==> src/mvi_regs.vh <==
`ifndef MVI_REGS_VH
`define MVI_REGS_VH

// ----------------------------------------------------------------------
// Sizes
// ----------------------------------------------------------------------
`define MVI_NUM_SRC    31
`define MVI_NUM_VEC    10
`define MVI_NUM_XVEC   2
`define MVI_NUM_PIN    5
`define MVI_IDX_W      4
`define MVI_VEC_W      17
`define MVI_MASK_W     3
`define MVI_FILL_W     2

// ----------------------------------------------------------------------
// Vector addresses: base plus eight bytes per vector number
// ----------------------------------------------------------------------
`define MVI_VEC_BASE   17'h00003
`define MVI_VEC_SHIFT  3

// ----------------------------------------------------------------------
// Level codes, ordered so that a larger code is a higher level
// ----------------------------------------------------------------------
`define MVI_LVL_NONE   2'h0
`define MVI_LVL_LOW    2'h1
`define MVI_LVL_HIGH   2'h2
`define MVI_LVL_TOP    2'h3

// In-service mask bits, one per level.
`define MVI_MSK_LOW    3'h1
`define MVI_MSK_HIGH   3'h2
`define MVI_MSK_TOP    3'h4
`define MVI_MSK_NONE   3'h0
`define MVI_BIT_LOW    0
`define MVI_BIT_HIGH   1
`define MVI_BIT_TOP    2

// ----------------------------------------------------------------------
// Source bit positions on the request vector
// ----------------------------------------------------------------------
`define MVI_V0_LO      0
`define MVI_V0_HI      0
`define MVI_V1_LO      1
`define MVI_V1_HI      1
`define MVI_V2_LO      2
`define MVI_V2_HI      6
`define MVI_V3_LO      7
`define MVI_V3_HI      10
`define MVI_V4_LO      11
`define MVI_V4_HI      13
`define MVI_V5_LO      14
`define MVI_V5_HI      17
`define MVI_V6_LO      18
`define MVI_V6_HI      20
`define MVI_V7_LO      21
`define MVI_V7_HI      23
`define MVI_V8_LO      24
`define MVI_V8_HI      26
`define MVI_V9_LO      27
`define MVI_V9_HI      30

`define MVI_SRC_IR     6
`define MVI_SRC_BT0    9
`define MVI_SRC_BT1    10
`define MVI_SRC_PORT0  27

`endif

==> src/mvi_prio_enc.v <==
`timescale 1ns/1ps
`include "mvi_regs.vh"

// Lowest set bit wins, which gives the smallest vector address.
module mvi_prio_enc #(
  parameter N = `MVI_NUM_VEC
) (
  input  wire [N-1:0]          req,
  output reg  [`MVI_IDX_W-1:0] idx,
  output reg                   any
);

  integer i;

  always @* begin
    idx = {`MVI_IDX_W{1'b0}};
    any = 1'b0;
    for (i = N - 1; i >= 0; i = i - 1) begin
      if (req[i]) begin
        idx = i[`MVI_IDX_W-1:0];
        any = 1'b1;
      end
    end
  end

endmodule // mvi_prio_enc

==> src/mvi_ctrl.v <==
`timescale 1ns/1ps
`include "mvi_regs.vh"

module mvi_ctrl (
  input  wire                    clk,
  input  wire                    rst,
  input  wire [`MVI_NUM_SRC-1:0] src_req,
  input  wire [`MVI_NUM_VEC-1:0] lvl_sel,
  input  wire                    irq_ack,
  input  wire                    irq_reti,
  input  wire                    halt_enter,
  input  wire                    hold_enter,
  input  wire                    xhold_enter,
  input  wire                    ext_irq_pin_a,
  input  wire                    ext_irq_pin_b,
  input  wire                    ext_irq_pin_c,
  input  wire                    ext_irq_pin_e,
  input  wire                    ext_irq_pin_f,
  input  wire [`MVI_NUM_PIN-1:0] ext_act_lvl,
  output reg                     irq_req,
  output reg  [`MVI_VEC_W-1:0]   irq_vec,
  output reg  [1:0]              irq_lvl,
  output reg  [`MVI_MASK_W-1:0]  svc_mask,
  output reg                     halt_mode,
  output reg                     hold_mode,
  output reg                     xhold_mode
);

  // --------------------------------------------------------------------
  // Source merge
  // --------------------------------------------------------------------
  // Peripheral flags are levels held until software clears them, so a
  // vector stays pending as long as any of its sources is set.
  wire [`MVI_NUM_VEC-1:0] pend;

  assign pend[0] = |src_req[`MVI_V0_HI:`MVI_V0_LO];
  assign pend[1] = |src_req[`MVI_V1_HI:`MVI_V1_LO];
  assign pend[2] = |src_req[`MVI_V2_HI:`MVI_V2_LO];
  assign pend[3] = |src_req[`MVI_V3_HI:`MVI_V3_LO];
  assign pend[4] = |src_req[`MVI_V4_HI:`MVI_V4_LO];
  assign pend[5] = |src_req[`MVI_V5_HI:`MVI_V5_LO];
  assign pend[6] = |src_req[`MVI_V6_HI:`MVI_V6_LO];
  assign pend[7] = |src_req[`MVI_V7_HI:`MVI_V7_LO];
  assign pend[8] = |src_req[`MVI_V8_HI:`MVI_V8_LO];
  assign pend[9] = |src_req[`MVI_V9_HI:`MVI_V9_LO];

  // --------------------------------------------------------------------
  // In-service level
  // --------------------------------------------------------------------
  // Nested levels are strictly rising, so one bit per level is a full
  // stack: the top set bit is the level in service.
  reg [1:0]             cur_lvl;
  reg [`MVI_MASK_W-1:0] top_bit;

  always @* begin
    if (svc_mask[`MVI_BIT_TOP]) begin
      cur_lvl = `MVI_LVL_TOP;
      top_bit = `MVI_MSK_TOP;
    end else if (svc_mask[`MVI_BIT_HIGH]) begin
      cur_lvl = `MVI_LVL_HIGH;
      top_bit = `MVI_MSK_HIGH;
    end else if (svc_mask[`MVI_BIT_LOW]) begin
      cur_lvl = `MVI_LVL_LOW;
      top_bit = `MVI_MSK_LOW;
    end else begin
      cur_lvl = `MVI_LVL_NONE;
      top_bit = `MVI_MSK_NONE;
    end
  end

  // --------------------------------------------------------------------
  // Level assignment and acceptance
  // --------------------------------------------------------------------
  wire [1:0]              vec_lvl [0:`MVI_NUM_VEC-1];
  wire [`MVI_NUM_VEC-1:0] ok_top;
  wire [`MVI_NUM_VEC-1:0] ok_high;
  wire [`MVI_NUM_VEC-1:0] ok_low;

  genvar g;
  generate
    for (g = 0; g < `MVI_NUM_VEC; g = g + 1) begin : g_vec
      // Only the first two vectors may be raised to the top level.
      assign vec_lvl[g] = !lvl_sel[g] ? `MVI_LVL_LOW :
                          (g < `MVI_NUM_XVEC) ? `MVI_LVL_TOP :
                          `MVI_LVL_HIGH;
      // Codes are ordered, so a plain compare ranks the levels.
      assign ok_top[g]  = pend[g] && (vec_lvl[g] > cur_lvl) &&
                          (vec_lvl[g] == `MVI_LVL_TOP);
      assign ok_high[g] = pend[g] && (vec_lvl[g] > cur_lvl) &&
                          (vec_lvl[g] == `MVI_LVL_HIGH);
      assign ok_low[g]  = pend[g] && (vec_lvl[g] > cur_lvl) &&
                          (vec_lvl[g] == `MVI_LVL_LOW);
    end
  endgenerate

  // --------------------------------------------------------------------
  // Arbitration
  // --------------------------------------------------------------------
  wire [`MVI_IDX_W-1:0] idx_top;
  wire [`MVI_IDX_W-1:0] idx_high;
  wire [`MVI_IDX_W-1:0] idx_low;
  wire                  any_top;
  wire                  any_high;
  wire                  any_low;

  mvi_prio_enc #(.N(`MVI_NUM_VEC)) u_enc_top (
    .req (ok_top),
    .idx (idx_top),
    .any (any_top)
  );

  mvi_prio_enc #(.N(`MVI_NUM_VEC)) u_enc_high (
    .req (ok_high),
    .idx (idx_high),
    .any (any_high)
  );

  mvi_prio_enc #(.N(`MVI_NUM_VEC)) u_enc_low (
    .req (ok_low),
    .idx (idx_low),
    .any (any_low)
  );

  reg [`MVI_IDX_W-1:0] win_idx;
  reg [1:0]            win_lvl;
  reg                  win_any;

  always @* begin
    if (any_top) begin
      win_idx = idx_top;
      win_lvl = `MVI_LVL_TOP;
      win_any = 1'b1;
    end else if (any_high) begin
      win_idx = idx_high;
      win_lvl = `MVI_LVL_HIGH;
      win_any = 1'b1;
    end else begin
      win_idx = idx_low;
      win_lvl = `MVI_LVL_LOW;
      win_any = any_low;
    end
  end

  wire [`MVI_VEC_W-1:0] next_vec;

  assign next_vec = `MVI_VEC_BASE +
                    ({{(`MVI_VEC_W-`MVI_IDX_W){1'b0}}, win_idx}
                     << `MVI_VEC_SHIFT);

  // --------------------------------------------------------------------
  // Core handshake and in-service stack
  // --------------------------------------------------------------------
  reg [`MVI_MASK_W-1:0] push_bit;
  reg [`MVI_MASK_W-1:0] pop_bit;
  wire                  take;

  assign take = irq_ack && irq_req;

  always @* begin
    case (irq_lvl)
      `MVI_LVL_TOP:  push_bit = `MVI_MSK_TOP;
      `MVI_LVL_HIGH: push_bit = `MVI_MSK_HIGH;
      `MVI_LVL_LOW:  push_bit = `MVI_MSK_LOW;
      default:       push_bit = `MVI_MSK_NONE;
    endcase
    pop_bit = irq_reti ? top_bit : `MVI_MSK_NONE;
  end

  // The request drops for the cycle after an acknowledge so that the
  // core never sees the just-granted vector twice before the mask moves.
  always @(posedge clk or posedge rst) begin
    if (rst) begin
      irq_req  <= 1'b0;
      irq_vec  <= `MVI_VEC_BASE;
      irq_lvl  <= `MVI_LVL_NONE;
      svc_mask <= `MVI_MSK_NONE;
    end else begin
      irq_req  <= win_any && !irq_ack;
      irq_vec  <= next_vec;
      irq_lvl  <= win_any ? win_lvl : `MVI_LVL_NONE;
      svc_mask <= (svc_mask & ~pop_bit) |
                  (take ? push_bit : `MVI_MSK_NONE);
    end
  end

  // --------------------------------------------------------------------
  // Pin synchroniser
  // --------------------------------------------------------------------
  // A cleared synchroniser reads as an active-low pin, so its output is
  // ignored until two edges have filled it with real pin levels.
  reg [`MVI_NUM_PIN-1:0] pin_meta;
  reg [`MVI_NUM_PIN-1:0] pin_sync;
  reg [`MVI_FILL_W-1:0]  pin_fill;

  always @(posedge clk or posedge rst) begin
    if (rst) begin
      pin_meta <= {`MVI_NUM_PIN{1'b0}};
      pin_sync <= {`MVI_NUM_PIN{1'b0}};
      pin_fill <= {`MVI_FILL_W{1'b0}};
    end else begin
      pin_meta <= {ext_irq_pin_f, ext_irq_pin_e, ext_irq_pin_c,
                   ext_irq_pin_b, ext_irq_pin_a};
      pin_sync <= pin_meta;
      pin_fill <= {pin_fill[`MVI_FILL_W-2:0], 1'b1};
    end
  end

  // --------------------------------------------------------------------
  // Standby release
  // --------------------------------------------------------------------
  wire any_raised;
  wire pin_wake;
  wire hold_wake;
  wire xhold_wake;

  assign any_raised = |pend;
  assign pin_wake   = pin_fill[`MVI_FILL_W-1] &&
                      |(pin_sync ~^ ext_act_lvl);
  assign hold_wake  = pin_wake || src_req[`MVI_SRC_PORT0];
  assign xhold_wake = hold_wake || src_req[`MVI_SRC_BT0] ||
                      src_req[`MVI_SRC_BT1] ||
                      src_req[`MVI_SRC_IR];

  // A release present on the entry cycle wins, so a wake source is
  // never lost behind a late standby command. Reset clears all modes.
  always @(posedge clk or posedge rst) begin
    if (rst) begin
      halt_mode  <= 1'b0;
      hold_mode  <= 1'b0;
      xhold_mode <= 1'b0;
    end else begin
      halt_mode  <= !any_raised && (halt_mode || halt_enter);
      hold_mode  <= !hold_wake && (hold_mode || hold_enter);
      xhold_mode <= !xhold_wake && (xhold_mode || xhold_enter);
    end
  end

endmodule // mvi_ctrl

==> config.mk <==
export PLATFORM = sky130hd
export DESIGN_NAME = mvi_ctrl
export DESIGN_NICKNAME = d
export VERILOG_FILES = /design/src/mvi_prio_enc.v /design/src/mvi_ctrl.v
export VERILOG_INCLUDE_DIRS = /design/src
export SDC_FILE = /design/constraint.sdc
export NUM_CORES = 1
export LEC_CHECK = 0
export ABC_CLOCK_PERIOD_IN_PS = 6800
export BUFFER_PORTS_ARGS = -buffer_cell sky130_fd_sc_hd__buf_2
export CORE_MARGIN = 2
export CORE_UTILIZATION = 51
export CTS_CLUSTER_SIZE = 12
export DETAILED_ROUTE_END_ITERATION = 8
export MAX_ROUTING_LAYER = met4
export PLACE_DENSITY = 0.87
export SLEW_MARGIN = 20
export SYNTH_ARGS = -nofsm -noshare
export SYNTH_HDL_FRONTEND = slang
export SYNTH_HIERARCHICAL = 1
export SYNTH_SLANG_ARGS = --single-unit
==> constraint.sdc <==
create_clock -name clk -period 6.8 [get_ports clk]
set_clock_uncertainty 0.1 [all_clocks]
set_input_delay 0.68 -clock clk [delete_from_list [all_inputs] [get_ports clk]]
set_output_delay 0.68 -clock clk [all_outputs]
set_load 0.005 [all_outputs]
# [Word-level counts from Yosys, hierarchy flattened]
# Index checks and enable logic that the tools add are counted.
[totals] register_bits=29 latchBits=0 ramBits=0 mem_bits_ro=0 input_bits=58 mem_count=0
[op_classes] n_addsub=1 mul=0 div=0 magnitude_cmp=10 eq_ne=33 shifts=0 muxes=86 bitwise_logic=4 reduce_logical=67
[ops] operator="4-bit 2-to-1 mux" count=32
[ops] operator="1-bit logical AND" count=46
[ops] operator="2-bit equality test (second input constant)" count=22
[ops] operator="1-bit 2-to-1 mux" count=34
[ops] operator="2-bit 2-to-1 mux" count=16
[ops] operator="31-bit OR reduction" count=1
[ops] operator="2-bit by 1-bit equality test with 1-bit output (second input constant)" count=11
[ops] operator="2-bit > comparator" count=10
[ops] operator="3-bit OR reduction" count=4
[ops] operator="4-bit OR reduction" count=3
[ops] operator="5-bit OR reduction" count=2
[ops] operator="3-bit 2-to-1 mux" count=3
[ops] operator="3-bit case mux with 3 select lines" count=1
[ops] operator="2-bit by 7-bit adder with 8-bit output (first input constant)" count=1
[ops] operator="1-bit logical OR" count=7
[ops] operator="5-bit XNOR" count=1
[ops] operator="1-bit zero test" count=4
[ops] operator="3-bit AND" count=1
[ops] operator="3-bit inverter" count=1
[ops] operator="3-bit bitwise OR" count=1

# [Longest topological paths before layout]
[logic_depth] depth_word=19 ltp_mapped=13 depth_no_buf=12

# [By module]
# The synthesis kept the hierarchy.
[modules_own_cells] module="mvi_ctrl" instances=1 cells_each=176 area_per_inst_um2=1589.0
[modules_own_cells] module="mvi_prio_enc" instances=3 cells_each=18 area_per_inst_um2=101.3

# [Least setup slack after synthesis]
# OpenSTA, ideal clock, no wires.
[synth_path] kind="register to register" startpoint="register svc_mask[1]" endpoint="register irq_req" setup_ps=116 arrival_ps=2677 setup_slack_ps=3908 path_stages_with_launch=12 path_buffers=1 period_less_slack_ps=2892 cell_sequence="dfrtp_1 nor2_1 ha_1 nor3b_1 o21ai_0 nor2_1 nor4_1 nand3_1 clkbuf_1 or2_2 nor2_1 nor2_1"
[synth_via] word_cells_on_any_way=85 classes_between="order compare (10); mux (34); reduce/logical (41)"
[synth_lines] item="start, declared" line="mvi_ctrl.v:23" rtl="output reg [`MVI_MASK_W-1:0] svc_mask,"
[synth_lines] item="start signal, assigned" line="mvi_ctrl.v:176" rtl="svc_mask <= `MVI_MSK_NONE;"
[synth_lines] item="start signal, assigned" line="mvi_ctrl.v:181" rtl="svc_mask <= (svc_mask & ~pop_bit) |"
[synth_lines] item="2-bit 2-to-1 mux" line="mvi_ctrl.v:59" rtl="end else if (svc_mask[`MVI_BIT_HIGH]) begin"
[synth_lines] item="2-bit 2-to-1 mux" line="mvi_ctrl.v:56" rtl="if (svc_mask[`MVI_BIT_TOP]) begin"
[synth_lines] item="2-bit > comparator" line="mvi_ctrl.v:87" rtl="assign ok_top[g] = pend[g] && (vec_lvl[g] > cur_lvl) &&"
[synth_lines] item="1-bit logical AND (2 in a row)" line="mvi_ctrl.v:87"
[synth_lines] item="named net ok_top[0]" line="mvi_ctrl.v:75" rtl="wire [`MVI_NUM_VEC-1:0] ok_top;"
[synth_lines] item="1-bit 2-to-1 mux" line="mvi_prio_enc.v:19" rtl="if (req[i]) begin"
[synth_lines] item="named net any_top" line="mvi_ctrl.v:102" rtl="wire any_top;"
[synth_lines] item="1-bit 2-to-1 mux" line="mvi_ctrl.v:129" rtl="if (any_top) begin"
[synth_lines] item="1-bit logical AND" line="mvi_ctrl.v:178" rtl="irq_req <= win_any && !irq_ack;"
[synth_lines] item="end signal, assigned" line="mvi_ctrl.v:178"
[synth_lines] item="end, declared" line="mvi_ctrl.v:20" rtl="output reg irq_req,"
# The timed path passes the listed nets, and every way through them passes these cells.

# [Worst setup path in the final report]
[layout_path] startpoint="register svc_mask[2]" endpoint="register irq_req"
[layout_via] word_cells_on_any_way=84 classes_between="order compare (10); mux (33); reduce/logical (41)"
[layout_lines] item="2-bit 2-to-1 mux" line="mvi_ctrl.v:56"
[layout_lines] item="2-bit > comparator" line="mvi_ctrl.v:87"
[layout_lines] item="1-bit logical AND (2 in a row)" line="mvi_ctrl.v:87"
[layout_lines] item="named net ok_top[0]" line="mvi_ctrl.v:75"
[layout_lines] item="1-bit 2-to-1 mux" line="mvi_prio_enc.v:19"
[layout_lines] item="named net any_top" line="mvi_ctrl.v:102"
[layout_lines] item="1-bit 2-to-1 mux" line="mvi_ctrl.v:129"
[layout_lines] item="1-bit logical AND" line="mvi_ctrl.v:178"
# The timed path passes the listed nets, and every way through them passes these cells.

==> impl_metrics.yaml <==
status:
  status: "completed"
synthesis:
  synth-seq-cells: 25
  synthCells: 230
  avgSynthCellArea_um2: 8.231
  synth_seq_area_share_pct: 33.05
  yosysWarnings: 6
  syn-cell-area_um2: 1893
  synth_cell_types: 31
placed_design:
  finalWeightedCongestion: 0.8245
  post_dp_cell_area_um2: 2356
  numPortBuffers: 70
  dp_hpwl_um: 3498
floorplan:
  io_pins: 84
  die_h_um: 64.93
  start_util_pct: 52.50
  core_um2: 3606
  fp-row-count: 22
  die-area_um2: 4215
  die_x_um: 64.93
sta:
  setup-tns-final_ps: 0
  grt_setup_unrepaired: "false"
  clock.fmax_mhz: 295.2
  relSlewSlack_pct: 43.01
  finalCritPeriodShare_pct: 49.82
  tightestPinTransition_ps: 854.0
  period_minus_slack_ps: 3388
  finalHoldViolCount: 0
  setup_violations: 0
  drv_slew: 0
worst_setup_path:
  cp-endpoint: "irq_req"
  cp_cell_sequence: "nor2_1 -> ha_1 -> nor3b_1 -> o21ai_0 -> nor2_1 -> nor4_1 -> nand3_1 -> or2_2 -> nor2_1 -> nor2_1"
  r2r-start: "svc_mask[2]"
  crit_path_frequent_cell: "nor2_1"
  crit_path_start: "svc_mask[2]"
  rr_endpoint: "irq_req"
  r2r_setup_slack_ps: 3410
  worstSetupPathType: "reg -> reg"
  max_stage_delay_ps: 580
  cp-start-kind: "flip-flop"
  arrival_ps: 3450
  slowest_stage: "nor2_1"
  path_max_fanout: 10
  rr_worst_depth: 10
  crit_path_end_kind: "flip-flop"
  required_ps: 6860
cts:
  ctsHoldBuffers: 0
  cts_root_buffer: "clkbuf_8"
  cts.sinks: 25
  cts.reportedPaths.clkPinSlew_ps: 90
  tritoncts: "done"
  h-tree-depth: 1
  clock_latency_ps: 270
  cts_buffers: 3
  clockBufferDepth: 2
  postCtsSetupBuffers: 0
  cts_resized: 0
drt:
  drc: 0
  post_drt_wl_per_cell_um: 10.75
  vias_per_cell: 4.847
  initialDrtViolationCount: 53
  wl_um: 4076
  ant_nets: 0
  vias: 1837
  drt_first_pass_iters: 6
global_route:
  grt_first_pass_wirelength_um: 6306
  track_usage_pct: 19.63
  grt_max_degree: 26
  grt_pass1_vias: 1510
  antenna_found_initial: 0
  grt_overflow: 0
finish:
  multi_input_area_um2: 1219
  seqCellArea_um2: 625.6
  fill_cells: 295
  nets: 408
  area_growth_pct: 27.03
  diodes: 0
  drive_gt1_share_pct: 24.47
  fin_area_um2: 2405
pwr:
  vdd_drop_max_uv: 109.1
  p_leak_uw: 0.001290
  power.density_nw_per_um2: 153.5
worst_hold_path:
  hold_class: "reg -> reg"
job:
  max-cap-violations: 0
how the worst min path moves through the flow:
stage                       end  slack, ps  cells past startpoint        start
floorplan           pin_fill[1]        230                      0  pin_fill[0]
global placement    pin_fill[1]        230                      0  pin_fill[0]
detailed placement  pin_sync[0]        230                      0  pin_meta[0]
CTS                 pin_sync[0]        250                      0  pin_meta[0]
global route        pin_fill[1]        260                      0  pin_fill[0]
finish              pin_sync[0]        250                      0  pin_meta[0]
power by group:
group	switching, µW	total, µW	internal [µW]
Combinational	68.9	125	55.9
Clock	44.9	86.3	41.5
Sequential	2.76	158	155
metal layers:
layer | GRT usage, % | share of wire (%) | up-vias
met5 | - | 0 | -
met4 | 4.255 | 0.93 | 0
met3 | 3.299 | 6.9 | 6
met2 | 36.08 | 51 | 63
met1 | 22.31 | 41 | 828
li1 | - | - | 940
cells by family after synthesis:
logic type | Yosys count | share of synthesized area, %
multiplexers | 4 | 2.115
adder cells (fa/ha/maj) | 18 | 11.90
flip-flops | 25 | 33.05
other | 2 | 0.3967
XOR/XNOR | 5 | 2.314
buffers and inverters | 42 | 10.91
AND/OR/NAND/NOR | 93 | 23.79
AO/OA/AOI/OAI | 41 | 15.53
cell usage after synthesis:
master | count | area (µm²)
nor3_1 | 6 | 30.03
nand2b_1 | 3 | 18.77
nor4_1 | 10 | 62.56
a221oi_2 | 3 | 45.04
clkbuf_1 | 2 | 7.510
xor2_1 | 3 | 26.28
a21oi_1 | 8 | 40.04
nor3b_1 | 2 | 15.01
ha_1 | 18 | 225.2
nor2_1 | 43 | 161.4
a21o_1 | 1 | 7.510
a211o_1 | 7 | 61.31
or4_4 | 1 | 11.26
nor2b_1 | 7 | 43.79
a221o_1 | 3 | 30.03
or2_2 | 2 | 12.51
dfrtp_1 | 25 | 625.6
conb_1 | 2 | 7.510
nand4_1 | 2 | 12.51
nand3_1 | 6 | 30.03
nor4_2 | 1 | 12.51
and2_1 | 1 | 6.260
o31a_1 | 1 | 8.760
o21ai_0 | 13 | 65.06
xnor2_1 | 2 | 17.52
nand2_1 | 9 | 33.78
o22ai_1 | 1 | 6.260
inv_1 | 27 | 101.4
buf_4 | 13 | 97.59
a211oi_1 | 4 | 30.03
mux2i_1 | 4 | 40.04
state kept, by name, summed over array words and instances, names as in the netlist:
signal,cells
pin_fill,2
pin_meta,5
hold_mode,1
pin_sync,5
xhold_mode,1
svc_mask,3
halt_mode,1
irq_vec,4
irq_lvl,2
irq_req,1
layout by cell type, fill, tap and decap left out, drive strengths merged:
cell      Yosys  routed
nor2         43      43
a21o          1       1
o21ai        13      13
nor3b         2       2
o22ai         1       1
nand2         9       9
nor3          6       6
xor2          3       3
mux2i         4       4
nand2b        3       3
a221o         3       3
a221oi        3       3
buf          13      70
or4           1       1
xnor2         2       2
conb          2      44
a211o         7       7
inv          27      27
dfrtp        25      25
o31a          1       1
or2           2       2
ha           18      18
nand3         6       6
clkinvlp      0       1
a211oi        4       4
clkbuf        2       3
nor2b         7       7
nor4         11      11
nand4         2       2
and2          1       1
a21oi         8       8
critical path, delay by kind of cell, from the launching register on:
family | cells | cell delay (ps)
simple gates | 8 | 2130
flops | 1 | 440
fa+ha+maj | 1 | 370
compound gates | 1 | 260
metrics by stage:
step | hold slack (ps) | total power [µW] | std cells | utilization, % | setup slack, ps
2_1_floorplan | 231.2 | 250.8 | 272 | - | 3908
3_3_place_gp | 231.7 | 279.3 | 375 | 65.34 | 3603
3_5_place_dp | 234.7 | 284.6 | 375 | 65.34 | 3492
4_1_cts | 253.9 | 370.1 | 379 | 66.69 | 3426
5_1_grt | 264.9 | 395.4 | 379 | 66.69 | 3117
6_report | 253.4 | 369.2 | 379 | 66.69 | 3412
area by class of cell:
class                           instances  share of cell area, %
Multi-Input combinational cell        205                  50.68
Sequential cell                        25                  26.01
Timing Repair Buffer                   70                  14.57
Inverter                               27                  4.214
Tap cell                               48                  2.497
Clock buffer                            3                  1.717
Clock inverter                          1                 0.3122
(Power assumes the default switching activity.)
